[src/inc/ppc_pkg.sv]
// Package with register map, field layout and reset values of the port pin configuration block
package ppc_pkg;

  // ==========================================================================
  // Register indices (printed offsets are not word aligned)
  localparam logic [7:0] PORT0_DIRECTION_IDX   = 8'h93;
  localparam logic [7:0] PORT1_DIRECTION_IDX   = 8'h94;
  localparam logic [7:0] PORT2_DIRECTION_IDX   = 8'h95;
  localparam logic [7:0] PORT3_DIRECTION_IDX   = 8'h96;
  localparam logic [7:0] PORT0_PIN_OPTIONS_IDX = 8'h9e;
  localparam logic [7:0] PORT1_PIN_OPTIONS_IDX = 8'h9f;
  localparam logic [7:0] PORT2_PIN_OPTIONS_IDX = 8'ha0;
  localparam logic [7:0] PORT3_PIN_OPTIONS_IDX = 8'ha1;

  // ==========================================================================
  // Geometry
  localparam int NUM_PORTS = 4;
  localparam int PAW       = 12;

  // ==========================================================================
  // Option register fields
  localparam int MODE_HI   = 7;
  localparam int MODE_LO   = 5;
  localparam int INPUT_SEL = 4;
  localparam int RADDR_BIT = 3;
  localparam int PIN_HI    = 2;
  localparam int PIN_LO    = 0;
  localparam int P3_RSVD   = 7;

  // ==========================================================================
  // Mode codes
  localparam logic [2:0] OUT_NORMAL   = 3'h0;
  localparam logic [2:0] OUT_HIGH     = 3'h3;
  localparam logic [1:0] IN_NO_PULL   = 2'h0;
  localparam logic [1:0] IN_PULL_DOWN = 2'h1;
  localparam logic [1:0] IN_PULL_UP   = 2'h2;
  localparam logic [1:0] IN_BUF_OFF   = 2'h3;

  // ==========================================================================
  // Reset values
  localparam logic [7:0] DIR_RESET  = 8'hff;
  localparam logic [2:0] MODE_RESET = 3'h0;
  localparam logic [2:0] PIN_RESET  = 3'h0;

  // Pin configuration view for one port
  typedef struct packed {
    logic [7:0]      out_high;
    logic [7:0][1:0] in_mode;
  } ppc_pin_cfg_t;

endpackage
[src/inc/ppc_opt_if.sv]
// Interface carrying an option write from the bus decoder to one port option store
`timescale 1ns/100ps
`default_nettype none
interface ppc_opt_if;
  logic       wr;
  logic [7:0] wdata;
  logic [2:0] rdata;

  modport ctrl  (output wr, output wdata, input rdata);
  modport store (input wr, input wdata, output rdata);
endinterface
`default_nettype wire

[src/core/ppc_port_options.sv]
// Per-port pin option store with read address latch
`timescale 1ns/100ps
`default_nettype none
module ppc_port_options (
  input  wire logic                  clk_i,
  input  wire logic                  rst_i,
  ppc_opt_if.store                   opt,
  output logic [7:0][2:0]            out_mode_o,
  output logic [7:0][1:0]            in_mode_o
);
  import ppc_pkg::*;

  // ==========================================================================
  // State
  logic [7:0][2:0] out_mode;
  logic [7:0][1:0] in_mode;
  logic [2:0]      rd_pin;
  logic            rd_input;
  logic [7:0][2:0] next_out_mode;
  logic [7:0][1:0] next_in_mode;
  logic [2:0]      next_rd_pin;
  logic            next_rd_input;
  logic [2:0]      wpin;

  assign wpin = opt.wdata[PIN_HI:PIN_LO];

  always_comb begin
    next_out_mode = out_mode;
    next_in_mode  = in_mode;
    next_rd_pin   = rd_pin;
    next_rd_input = rd_input;
    if (opt.wr) begin
      if (opt.wdata[RADDR_BIT]) begin
        next_rd_pin   = wpin;
        next_rd_input = opt.wdata[INPUT_SEL];
      end else if (opt.wdata[INPUT_SEL]) begin
        next_in_mode[wpin] = opt.wdata[MODE_LO+1:MODE_LO];
      end else begin
        next_out_mode[wpin] = opt.wdata[MODE_HI:MODE_LO];
      end
    end
  end

  always_ff @(posedge clk_i) begin
    if (rst_i) begin
      out_mode <= '0;
      in_mode  <= '0;
      rd_pin   <= PIN_RESET;
      rd_input <= 1'b0;
    end else begin
      out_mode <= next_out_mode;
      in_mode  <= next_in_mode;
      rd_pin   <= next_rd_pin;
      rd_input <= next_rd_input;
    end
  end

  // Readback of the latched pin and option type
  assign opt.rdata = rd_input ? {1'b0, in_mode[rd_pin]} : out_mode[rd_pin];
  assign out_mode_o = out_mode;
  assign in_mode_o  = in_mode;

  // ==========================================================================
  // Checks
  a_raddr_no_change: assert property (@(posedge clk_i) disable iff (rst_i)
    opt.wr && opt.wdata[RADDR_BIT] |=> $stable(out_mode) && $stable(in_mode))
    else $error("Read address write changed a pin mode");
  a_out_update: assert property (@(posedge clk_i) disable iff (rst_i)
    opt.wr && !opt.wdata[RADDR_BIT] && !opt.wdata[INPUT_SEL]
    |=> out_mode[$past(wpin)] == $past(opt.wdata[MODE_HI:MODE_LO]) && $stable(in_mode))
    else $error("Output mode not updated");
  a_in_update: assert property (@(posedge clk_i) disable iff (rst_i)
    opt.wr && !opt.wdata[RADDR_BIT] && opt.wdata[INPUT_SEL]
    |=> in_mode[$past(wpin)] == $past(opt.wdata[MODE_LO+1:MODE_LO]) && $stable(out_mode))
    else $error("Input mode not updated");
endmodule
`default_nettype wire

[src/core/ppc_top.sv]
// Port direction and pin option registers behind an APB slave
`timescale 1ns/100ps
`default_nettype none

module ppc_top (
  input  wire logic                            clk_i,
  input  wire logic                            rst_i,
  input  wire logic                            psel_i,
  input  wire logic                            penable_i,
  input  wire logic                            pwrite_i,
  input  wire logic [ppc_pkg::PAW-1:0]         paddr_i,
  input  wire logic [31:0]                     pwdata_i,
  output logic [31:0]                          prdata_o,
  output logic                                 pready_o,
  output logic                                 pslverr_o,
  output logic [ppc_pkg::NUM_PORTS-1:0][7:0]   pin_oe_o,
  output logic [ppc_pkg::NUM_PORTS-1:0][7:0]   pin_high_drive_o,
  output logic [ppc_pkg::NUM_PORTS-1:0][7:0]   pin_pull_up_o,
  output logic [ppc_pkg::NUM_PORTS-1:0][7:0]   pin_pull_down_o,
  output logic [ppc_pkg::NUM_PORTS-1:0][7:0]   pin_in_buf_en_o
);
  import ppc_pkg::*;

  // ==========================================================================
  // Address decode
  function automatic logic [PAW-1:0] byte_addr(input logic [7:0] idx);
    byte_addr = {2'b00, idx, 2'b00};
  endfunction

  function automatic logic [7:0] port_mask(input int p);
    port_mask = (p == 3) ? ~(8'h01 << P3_RSVD) : 8'hff;
  endfunction

  logic [NUM_PORTS-1:0] dir_hit;
  logic [NUM_PORTS-1:0] opt_hit;
  logic                 any_hit;
  logic                 access;
  logic                 wr_access;

  assign access    = psel_i && penable_i;
  assign wr_access = access && pwrite_i;

  always_comb begin
    dir_hit[0] = paddr_i == byte_addr(PORT0_DIRECTION_IDX);
    dir_hit[1] = paddr_i == byte_addr(PORT1_DIRECTION_IDX);
    dir_hit[2] = paddr_i == byte_addr(PORT2_DIRECTION_IDX);
    dir_hit[3] = paddr_i == byte_addr(PORT3_DIRECTION_IDX);
    opt_hit[0] = paddr_i == byte_addr(PORT0_PIN_OPTIONS_IDX);
    opt_hit[1] = paddr_i == byte_addr(PORT1_PIN_OPTIONS_IDX);
    opt_hit[2] = paddr_i == byte_addr(PORT2_PIN_OPTIONS_IDX);
    opt_hit[3] = paddr_i == byte_addr(PORT3_PIN_OPTIONS_IDX);
  end

  assign any_hit = |{dir_hit, opt_hit};

  // ==========================================================================
  // Per-port direction registers and option stores
  logic [NUM_PORTS-1:0][7:0]      dir;
  logic [NUM_PORTS-1:0][7:0]      next_dir;
  logic [NUM_PORTS-1:0][2:0]      opt_rd;
  logic [NUM_PORTS-1:0][7:0][2:0] out_mode;
  logic [NUM_PORTS-1:0][7:0][1:0] in_mode;

  always_comb begin
    next_dir = dir;
    for (int p = 0; p < NUM_PORTS; p++) begin
      if (wr_access && dir_hit[p]) begin
        next_dir[p] = pwdata_i[7:0] & port_mask(p);
      end
    end
  end

  always_ff @(posedge clk_i) begin
    if (rst_i) begin
      for (int p = 0; p < NUM_PORTS; p++) begin
        dir[p] <= DIR_RESET & port_mask(p);
      end
    end else begin
      dir <= next_dir;
    end
  end

  genvar g;
  generate
    for (g = 0; g < NUM_PORTS; g++) begin : g_port
      ppc_opt_if opt ();
      assign opt.wr    = wr_access && opt_hit[g];
      assign opt.wdata = pwdata_i[7:0];
      assign opt_rd[g] = opt.rdata;
      ppc_port_options u_opt (
        .clk_i      (clk_i),
        .rst_i      (rst_i),
        .opt        (opt.store),
        .out_mode_o (out_mode[g]),
        .in_mode_o  (in_mode[g])
      );
      // Pin control from direction and stored modes
      for (genvar b = 0; b < 8; b++) begin : g_bit
        always_comb begin
          pin_oe_o[g][b]         = (g == 3 && b == P3_RSVD) ? 1'b0 : ~dir[g][b];
          pin_high_drive_o[g][b] = out_mode[g][b] == OUT_HIGH;
          pin_pull_up_o[g][b]    = in_mode[g][b] == IN_PULL_UP;
          pin_pull_down_o[g][b]  = in_mode[g][b] == IN_PULL_DOWN;
          pin_in_buf_en_o[g][b]  = in_mode[g][b] != IN_BUF_OFF;
        end
      end
    end
  endgenerate

  // ==========================================================================
  // Read data register
  logic [31:0] rdata;
  logic [31:0] next_rdata;

  always_comb begin
    next_rdata = rdata;
    if (psel_i && !penable_i && !pwrite_i) begin
      next_rdata = '0;
      for (int p = 0; p < NUM_PORTS; p++) begin
        if (dir_hit[p]) begin
          next_rdata[7:0] = dir[p];
        end
        if (opt_hit[p]) begin
          next_rdata[MODE_HI:MODE_LO] = opt_rd[p];
        end
      end
    end
  end

  always_ff @(posedge clk_i) begin
    if (rst_i) begin
      rdata <= '0;
    end else begin
      rdata <= next_rdata;
    end
  end

  assign prdata_o  = rdata;
  assign pready_o  = 1'b1;
  assign pslverr_o = access && !any_hit;

  // ==========================================================================
  // Checks
  a_dir_reset_input: assert property (@(posedge clk_i)
    rst_i |=> pin_oe_o == '0)
    else $error("Pins not inputs after reset");
  a_dir_write: assert property (@(posedge clk_i) disable iff (rst_i)
    wr_access && dir_hit[2] |=> pin_oe_o[2] == ~$past(pwdata_i[7:0]))
    else $error("Port 2 direction write wrong");
  a_p3_reserved: assert property (@(posedge clk_i) disable iff (rst_i)
    1'b1 |-> !pin_oe_o[3][P3_RSVD] && !dir[3][P3_RSVD])
    else $error("Port 3 bit 7 not reserved");
  a_opt_rd_zero: assert property (@(posedge clk_i) disable iff (rst_i)
    access && !pwrite_i && |opt_hit |-> prdata_o[4:0] == '0 && prdata_o[31:8] == '0)
    else $error("Write-only option bits read nonzero");
  a_unmapped_err: assert property (@(posedge clk_i) disable iff (rst_i)
    access && any_hit |-> !pslverr_o)
    else $error("Mapped access flagged as error");

  // ==========================================================================
  // Register, bus and pin checks, some repeated per port
  a_dir_write_p0: assert property (@(posedge clk_i) disable iff (rst_i)
    wr_access && dir_hit[0] |=> pin_oe_o[0] == ~$past(pwdata_i[7:0]))
    else $error("Port 0 direction write wrong");

  a_dir_write_p1: assert property (@(posedge clk_i) disable iff (rst_i)
    wr_access && dir_hit[1] |=> pin_oe_o[1] == ~$past(pwdata_i[7:0]))
    else $error("Port 1 direction write wrong");

  a_dir_write_p3: assert property (@(posedge clk_i) disable iff (rst_i)
    wr_access && dir_hit[3] |=> pin_oe_o[3] == (~$past(pwdata_i[7:0]) & port_mask(3)))
    else $error("Port 3 direction write wrong");

  a_dir_hold: assert property (@(posedge clk_i) disable iff (rst_i)
    !(wr_access && |dir_hit) |=> $stable(dir))
    else $error("Direction changed without a write");

  a_oe_p3_follow: assert property (@(posedge clk_i) disable iff (rst_i)
    1'b1 |-> pin_oe_o[3][6:0] == ~dir[3][6:0])
    else $error("Port 3 enables do not follow direction");

  a_dir_reset_value: assert property (@(posedge clk_i)
    rst_i |=> dir[0] == DIR_RESET && dir[3] == (DIR_RESET & port_mask(3)))
    else $error("Direction reset value wrong");

  a_pready_high: assert property (@(posedge clk_i) disable iff (rst_i)
    access |-> pready_o)
    else $error("Access phase without ready");

  a_err_unmapped: assert property (@(posedge clk_i) disable iff (rst_i)
    access && !any_hit |-> pslverr_o)
    else $error("Unmapped access not flagged");

  a_err_idle: assert property (@(posedge clk_i) disable iff (rst_i)
    !access |-> !pslverr_o)
    else $error("Error flagged outside access");

  a_rd_dir_p0: assert property (@(posedge clk_i) disable iff (rst_i)
    psel_i && !penable_i && !pwrite_i && dir_hit[0] |=> prdata_o == {24'h0, $past(dir[0])})
    else $error("Port 0 direction read wrong");

  a_rd_dir_p1: assert property (@(posedge clk_i) disable iff (rst_i)
    psel_i && !penable_i && !pwrite_i && dir_hit[1] |=> prdata_o == {24'h0, $past(dir[1])})
    else $error("Port 1 direction read wrong");

  a_rd_dir_p2: assert property (@(posedge clk_i) disable iff (rst_i)
    psel_i && !penable_i && !pwrite_i && dir_hit[2] |=> prdata_o == {24'h0, $past(dir[2])})
    else $error("Port 2 direction read wrong");

  a_rd_dir_p3: assert property (@(posedge clk_i) disable iff (rst_i)
    psel_i && !penable_i && !pwrite_i && dir_hit[3] |=> prdata_o == {24'h0, $past(dir[3])})
    else $error("Port 3 direction read wrong");

  a_rd_upper_zero: assert property (@(posedge clk_i) disable iff (rst_i)
    1'b1 |-> prdata_o[31:8] == '0)
    else $error("Read data upper bits nonzero");

  a_rd_hold: assert property (@(posedge clk_i) disable iff (rst_i)
    !(psel_i && !penable_i && !pwrite_i) |=> $stable(prdata_o))
    else $error("Read data changed without a read");

  a_rd_unmapped: assert property (@(posedge clk_i) disable iff (rst_i)
    psel_i && !penable_i && !pwrite_i && !any_hit |=> prdata_o == '0)
    else $error("Unmapped read not zero");

  a_rd_opt_p0: assert property (@(posedge clk_i) disable iff (rst_i)
    psel_i && !penable_i && !pwrite_i && opt_hit[0]
    |=> prdata_o == {24'h0, $past(opt_rd[0]), 5'h00})
    else $error("Port 0 option read wrong");

  a_rd_opt_p1: assert property (@(posedge clk_i) disable iff (rst_i)
    psel_i && !penable_i && !pwrite_i && opt_hit[1]
    |=> prdata_o == {24'h0, $past(opt_rd[1]), 5'h00})
    else $error("Port 1 option read wrong");

  a_rd_opt_p2: assert property (@(posedge clk_i) disable iff (rst_i)
    psel_i && !penable_i && !pwrite_i && opt_hit[2]
    |=> prdata_o == {24'h0, $past(opt_rd[2]), 5'h00})
    else $error("Port 2 option read wrong");

  a_rd_opt_p3: assert property (@(posedge clk_i) disable iff (rst_i)
    psel_i && !penable_i && !pwrite_i && opt_hit[3]
    |=> prdata_o == {24'h0, $past(opt_rd[3]), 5'h00})
    else $error("Port 3 option read wrong");

  a_pull_exclusive: assert property (@(posedge clk_i) disable iff (rst_i)
    1'b1 |-> (pin_pull_up_o & pin_pull_down_o) == '0)
    else $error("Pull up and pull down together");

  a_buf_off_no_pull: assert property (@(posedge clk_i) disable iff (rst_i)
    1'b1 |-> ((pin_pull_up_o | pin_pull_down_o) & ~pin_in_buf_en_o) == '0)
    else $error("Pull with input buffer off");

  a_out_write_p0: assert property (@(posedge clk_i) disable iff (rst_i)
    wr_access && opt_hit[0] && !pwdata_i[RADDR_BIT] && !pwdata_i[INPUT_SEL]
    |=> out_mode[0][$past(pwdata_i[PIN_HI:PIN_LO])] == $past(pwdata_i[MODE_HI:MODE_LO]))
    else $error("Port 0 output mode not stored");

  a_out_write_p2: assert property (@(posedge clk_i) disable iff (rst_i)
    wr_access && opt_hit[2] && !pwdata_i[RADDR_BIT] && !pwdata_i[INPUT_SEL]
    |=> out_mode[2][$past(pwdata_i[PIN_HI:PIN_LO])] == $past(pwdata_i[MODE_HI:MODE_LO]))
    else $error("Port 2 output mode not stored");

  a_in_write_p1: assert property (@(posedge clk_i) disable iff (rst_i)
    wr_access && opt_hit[1] && !pwdata_i[RADDR_BIT] && pwdata_i[INPUT_SEL]
    |=> in_mode[1][$past(pwdata_i[PIN_HI:PIN_LO])] == $past(pwdata_i[MODE_LO+1:MODE_LO]))
    else $error("Port 1 input mode not stored");

  a_in_write_p3: assert property (@(posedge clk_i) disable iff (rst_i)
    wr_access && opt_hit[3] && !pwdata_i[RADDR_BIT] && pwdata_i[INPUT_SEL]
    |=> in_mode[3][$past(pwdata_i[PIN_HI:PIN_LO])] == $past(pwdata_i[MODE_LO+1:MODE_LO]))
    else $error("Port 3 input mode not stored");

  a_raddr_keeps_pins: assert property (@(posedge clk_i) disable iff (rst_i)
    wr_access && |opt_hit && pwdata_i[RADDR_BIT] |=> $stable(out_mode) && $stable(in_mode))
    else $error("Read address write changed modes");

  a_reset_modes: assert property (@(posedge clk_i)
    rst_i |=> out_mode == '0 && in_mode == '0)
    else $error("Modes not cleared by reset");

  a_unmapped_no_dir: assert property (@(posedge clk_i) disable iff (rst_i)
    wr_access && !any_hit |=> $stable(dir))
    else $error("Unmapped write changed direction");

  a_unmapped_no_mode: assert property (@(posedge clk_i) disable iff (rst_i)
    wr_access && !any_hit |=> $stable(out_mode) && $stable(in_mode))
    else $error("Unmapped write changed modes");

  a_opt_wr_no_dir: assert property (@(posedge clk_i) disable iff (rst_i)
    wr_access && |opt_hit |=> $stable(dir))
    else $error("Option write changed direction");
endmodule
`default_nettype wire

[config.mk]
export PLATFORM = sky130hd
export DESIGN_NAME = ppc_top
export DESIGN_NICKNAME = d
export VERILOG_FILES = /design/src/inc/ppc_pkg.sv /design/src/inc/ppc_opt_if.sv /design/src/core/ppc_port_options.sv /design/src/core/ppc_top.sv
export SDC_FILE = /design/constraint.sdc
export NUM_CORES = 1
export LEC_CHECK = 0
export ABC_AREA = 1
export ABC_CLOCK_PERIOD_IN_PS = 2200
export BUFFER_PORTS_ARGS = -buffer_cell sky130_fd_sc_hd__buf_2
export CORE_UTILIZATION = 26
export CTS_BUF_LIST = sky130_fd_sc_hd__clkbuf_16
export DETAILED_ROUTE_END_ITERATION = 7
export HOLD_SLACK_MARGIN = 0.03
export SLEW_MARGIN = 5
export SYNTH_ARGS = -nofsm -noshare
export SYNTH_HDL_FRONTEND = slang
export SYNTH_SLANG_ARGS = --single-unit
[constraint.sdc]
create_clock -name clk_i -period 2.2 [get_ports clk_i]
set_input_delay 0.22 -clock clk_i [delete_from_list [all_inputs] [get_ports clk_i]]
set_output_delay 0.22 -clock clk_i [all_outputs]
set_load 0.005 [all_outputs]
# == Word-level counts from Yosys, hierarchy flattened ==
# Cells that the tools add are included.
# totals
inputBits,49
wordCells,323
output_inout_bits,194
regBits,215
# op_classes
eq_ne,136
order_cmp,6
n_bitwise,33
muxes,41
n_reduce_logical,30
# op_table
op,count
$bwmux W24,4
$eq A12 B10 Y1 const B,8
$eq A3 B2 Y1 const B,32
$bwmux W16,4
$eq A2 B1 Y1 const B,32
$eq A2 B2 Y1 const B,32
$ne A2 B2 Y1 const B,32
$mux W8,5
$mux W3,13
$bmux W3 S3,4
$not A1 Y1,33
$bmux W2 S3,4
$reduce_and A3 Y1,8
$lt A3 B4 Y1 const B,5
$logic_and A1 B1 Y1,14
$mux W2,5
$demux W3 S3,1
$reduce_and A2 Y1,4
$reduce_or A8 Y1,1
$demux W2 S3,1
$ge A3 B1 Y1 const B,1
$logic_not A1 Y1,3

# == Logic depth before layout (Yosys ltp) ==
# logic_depth
ltp_word,11
ltp_mapped,15
ltp_nobuf,15

# == Hierarchy ==
# A second synthesis with hierarchy kept.
# unflattened
hier_cells,1738
area_unflattened_um2,11473.5
# modules_own_cells
module,area_per_inst_um2,n_inst,cells_each,seq_area_each_um2
ppc_port_options,2055.7,4,292,880.8
ppc_top,3250.6,1,570,780.7

# == Worst setup path before layout ==
# No wires, ideal clock.
# synth_path
path_type,input-to-reg
from,input paddr_i[8] (netlist name)
to,"register g_port[2].u_opt.out_mode, in the netlist g_port[2].u_opt.out_mode_o[2]"
n_path_buf,0
arrival_ns,1.529
required_time_ns,2.130
cell_stages,13
setup_ns,0.070
path_slack_ns,0.602
path_cell_list,nor2_2 > nand3_4 > clkinv_2 > nand2_4 > nor2_4 > nand2_2 > nor2_2 > inv_2 > nor2_2 > inv_4 > nor2_4 > o21ai_0 > a21oi_1
# synth_via
elab_chain_len,3
# synth_lines
element,line_no,source
from (decl),ppc_top.sv:11,"input wire logic [ppc_pkg::PAW-1:0] paddr_i,"
$eq A12 B10 Y1,ppc_top.sv:50,opt_hit[2] = paddr_i == byte_addr(PORT2_PIN_OPTIONS_IDX);
$logic_and A1 B1 Y1,ppc_top.sv:87,assign opt.wr = wr_access && opt_hit[g];
$reduce_and A3 Y1 (no line),--,
to (signal assigned),ppc_port_options.sv:51,out_mode <= next_out_mode;
to (decl),ppc_port_options.sv:15,logic [7:0][2:0] out_mode;
# Every way passes these cells.
# A chain may end at the register's enable or synchronous reset.

# == Final worst setup path ==
# layout_path
from,input paddr_i[2] (netlist name)
to,output pslverr_o
# layout_via
elab_chain_len,4
word_cells_on_any_way,11
classes_between,eq/ne (8); reduce/logical (3)
# layout_lines
element,line_no,source
$eq A12 B10 Y1 (tied with other cells),ppc_top.sv:44,dir_hit[0] = paddr_i == byte_addr(PORT0_DIRECTION_IDX);
$reduce_or A8 Y1 (*),ppc_top.sv:54,"assign any_hit = |{dir_hit, opt_hit};"
$logic_not A1 Y1 (*),ppc_top.sv:140,assign pslverr_o = access && !any_hit;
$logic_and A1 B1 Y1 (*),ppc_top.sv:140,
to (decl),ppc_top.sv:15,"output logic pslverr_o,"
# Every way passes the cells marked *; elsewhere a longest branch is shown, timed or not.

==> reports/summary.txt <==
Average wire per cell in the routed design - 16.2 µm
Total power density per cell area - 637 nW/µm²
Number of antenna violations at the first check in global routing - 2
Via count normalized by instance count - 4.78
Class of the tightest hold or removal check - in -> reg
I/O pin cnt - 243
Chip width - 205 µm
Fill cell instance count of the final layout - 4418
Series of cell instances along the critical path - buf_2 -> inv_1 -> nor3_2 -> nand2_1 -> buf_4 -> inv_1 -> nor2_1 -> nand2_1 -> nor4_1 -> buf_2
Delay of the slowest cell on the worst path - 440 ps
Largest vdd supply drop - 0.449 mV
Fraction of layout cells with a size suffix above 1 - 19.5%
Clock-pin slew reported for the worst setup and hold paths after clock tree synthesis - 60 ps
Type of origin of the critical path - input pin
Combinational cell fraction of total power - 4.3%
Post-route DRC violation count - 0
Endpoint of the worst hold path - g_port[0].u_opt.rd_pin[1]
Total Die Area - 42100 µm²
Outcome - complete, no violations
Switching share of power - 23.0%
Number of buffer and inverter instances along the worst setup path - 5
Final design area excluding fillers - 13200 µm²
Post-synth top area cell - dfxtp_1
Congestion Overflow GR - 0
Worst reg2reg path depth - 14
Core Footprint - 40700 µm²
Final Setup Violations - 0
Pin count of the biggest net entering global routing - 85
Worst hold path stage count - 3
IO buf count - 192
Worst Setup Path Type - in -> out
CTS buffer count - 25
Cell at the root of the clock tree - clkbuf_16
Rel. slew slack - 34.2%
Wire length of the first global-routing pass - 56200 µm
Top cell type's share of synthesized area - 40.1%
Via count of the first global-routing pass - 10100
Cell with the most instances after synthesis - nor2_1
Number of DRC markers in iteration 0 - 600
Number of buffers on the longest clock path - 3
Slowest stage cell, crit path - nor4_1
Clk Latency, worst-skew pair - 520 ps
Final RePlAce weighted congestion - 0.892
Startpoint of the most critical register-to-register path - g_port[1].u_opt.rd_pin[0]
Share of synthesized registers carrying an async set or reset - 0%
Global routing usage summed across all routing layers - 17.1%
HPWL after detailed placement - 27000 µm
Worst min-delay path startpoint - pwdata_i[1]
Part of the Yosys area used for sequential elements - 40.1%
Achievable Freq - 493 MHz
Arrival time of data at the critical path endpoint - 1810 ps
Area growth, synth to finish - 23.4%
Number of cell rows - 74
Seq pwr share - 46.2%
Yosys Warn Count - 0
Final period utilization - 92.1%
Critical path's top delay family - simple AND/OR/NAND/NOR gates
Instance count of the mapped netlist - 1535
CP Capture Type - output pin
EDFF count, synth - 0
Post-layout minimum cycle time - 2030 ps
Unrepaired setup endpoints after global routing - no
Leakage power figure - 0.00573 µW
Starting utilization of the core area - 26.3%
CTS Hold Bufs - 0
Cell area after placement - 12400 µm²
Internal cell power - 6500 µW
Synthesized area per cell - 6.99 µm²
First-pass iteration count of the detailed router - 5
Required time of the worst setup path - 1980 ps
Post-CTS setup buffer count - 0
Fin. max-slew vios - 0
Switching pwr - 1940 µW
Primary FF master, synth - dfxtp_1
Post-route clock skew - 13.6 ps
Antenna-violating nets left - 0
Post-synthesis sequential element count - 215
Max-cap violation count - 0
Worst Max-Slew Pin Slew - 987 ps
Y dimension of the die - 205 µm
Main area contributors after synthesis - dfxtp_1 40%, o21ai_0 7.8%, nor2_1 7.7%, a21oi_1 6.8%, inv_1 6.5%
Clock sink count - 215
Final nets - 1780
Total length of routed wires - 37000 µm
Count of final hold-check violations - 0
TritonCTS clock tree - yes
Leading cell types by count after synthesis - 219 x nor2_1, 215 x dfxtp_1, 187 x inv_1, 187 x nand2_1, 167 x o21ai_0
Number of library cell types mapped by synthesis - 30
R2R setup slack - 440 ps
Endpoint of the lowest-slack register-to-register path - prdata_o[6]
Total number of vias - 10900
Number of resized instances in the post-cts repair step - 0
Proportion of power drawn by the clock network - 49.5%
Summed negative setup slack over all endpoints - 0 ps
Maximum net fanout on the critical path - 5
Post-synthesis instance area - 10700 µm²
H-tree depth reported by CTS - 1
-- worst max-delay path by stage --
stage / from / to / cells after the start
2_1_floorplan: paddr_i[8] / g_port[2].u_opt.out_mode_o[2] / 13
3_3_place_gp: paddr_i[7] / g_port[1].u_opt.in_mode_o[10] / 10
3_5_place_dp: paddr_i[7] / g_port[1].u_opt.in_mode_o[12] / 10
4_1_cts: paddr_i[2] / pslverr_o / 10
5_1_grt: paddr_i[2] / pslverr_o / 10
6_report: paddr_i[2] / pslverr_o / 10
-- layer usage --
| layer | part of all wire (%) | global-route usage [%] | vias to the layer above |
|---|---|---|---|
| li1 | - | - | 5478 |
| met1 | 44 | 21.8 | 5019 |
| met2 | 49 | 30.0 | 354 |
| met3 | 5.7 | 2.25 | 58 |
| met4 | 2.0 | 4.31 | 0 |
| met5 | 0 | 0 | - |
-- worst reg2reg max path, delay by kind of cell, from the launching register on --
kind / cells / cell delay (ps)
buffers and inverters: 2 / 220
AOI/OAI and AO/OA: 3 / 390
DFF: 1 / 350
and+or+nand+nor: 9 / 740
-- layout make-up --
| class | instances | area [µm²] | area share [%] |
|---|---|---|---|
| clock buffer | 25 | 626 | 4.72 |
| antenna | 1 | 2.50 | 0.0189 |
| multi-input combinational | 1050 | 5310 | 40.1 |
| sequential | 215 | 4300 | 32.5 |
| tap | 532 | 666 | 5.03 |
| timing repair buffer | 239 | 1390 | 10.5 |
| inverter | 200 | 754 | 5.70 |
| clock inverter | 20 | 189 | 1.43 |
-- registers in the layout, summed over array words and instances, names as in the netlist --
signal                   count
dir                         31
g_port.u_opt.in_mode_o      64
prdata_o                     8
g_port.u_opt.rd_input        4
g_port.u_opt.rd_pin         12
g_port.u_opt.out_mode_o     96
-- kinds of logic (layout without fill, tap and decap cells) --
kind of cell	Yosys count	after routing	share of synthesized area, %
buffers and inverters	294	484	11.2
other	2	27	0.0700
AOI/OAI and AO/OA	455	455	24.4
and+or+nand+nor	569	569	24.2
DFF	215	215	40.1
-- metrics by stage --
| stage | power, µW | setup WS, ps | hold WS (ps) | utilization, % | instances |
|---|---|---|---|---|---|
| 2_1_floorplan | 4200 | 602 | 413 | - | 1559 |
| 3_3_place_gp | 4340 | 132 | 456 | 30.5 | 2236 |
| 3_5_place_dp | 4340 | 11.2 | 462 | 30.5 | 2236 |
| 4_1_cts | 8540 | 217 | 111 | 32.5 | 2281 |
| 5_1_grt | 8720 | 127 | 168 | 32.5 | 2282 |
| 6_report | 8440 | 173 | 140 | 32.5 | 2282 |
-- power groups by stage --
stage / clock network (µW) / logic, µW / registers [µW]
after floorplan: 0 / 213 / 3980
after global placement: 0 / 358 / 3990
after detailed placement: 0 / 358 / 3990
after CTS: 4280 / 360 / 3900
after global routing: 4440 / 387 / 3900
final: 4180 / 359 / 3900
-- layout by cell type, fill, tap and decap left out, types with 3 or more instances in the layout --
cell type / Yosys / final
nor2_2: 22 / 22
o22ai_1: 8 / 8
o21ai_0: 167 / 167
buf_4: 26 / 41
dfxtp_1: 215 / 215
o211ai_1: 42 / 42
conb_1: 2 / 26
nand2_1: 187 / 187
nor2_1: 219 / 219
inv_1: 187 / 188
nand3_1: 67 / 67
inv_2: 8 / 9
o21ai_1: 4 / 4
clkinv_2: 1 / 4
nor3_1: 34 / 34
clkbuf_16: 0 / 25
a211oi_1: 83 / 83
nand2_2: 3 / 3
nor2_4: 27 / 27
bufinv_16: 0 / 4
clkinv_1: 3 / 13
nand4_1: 3 / 3
buf_2: 0 / 192
o221ai_1: 5 / 5
buf_12: 0 / 6
a21oi_1: 145 / 145
Note: power is estimated with default switching activity, not from simulation.
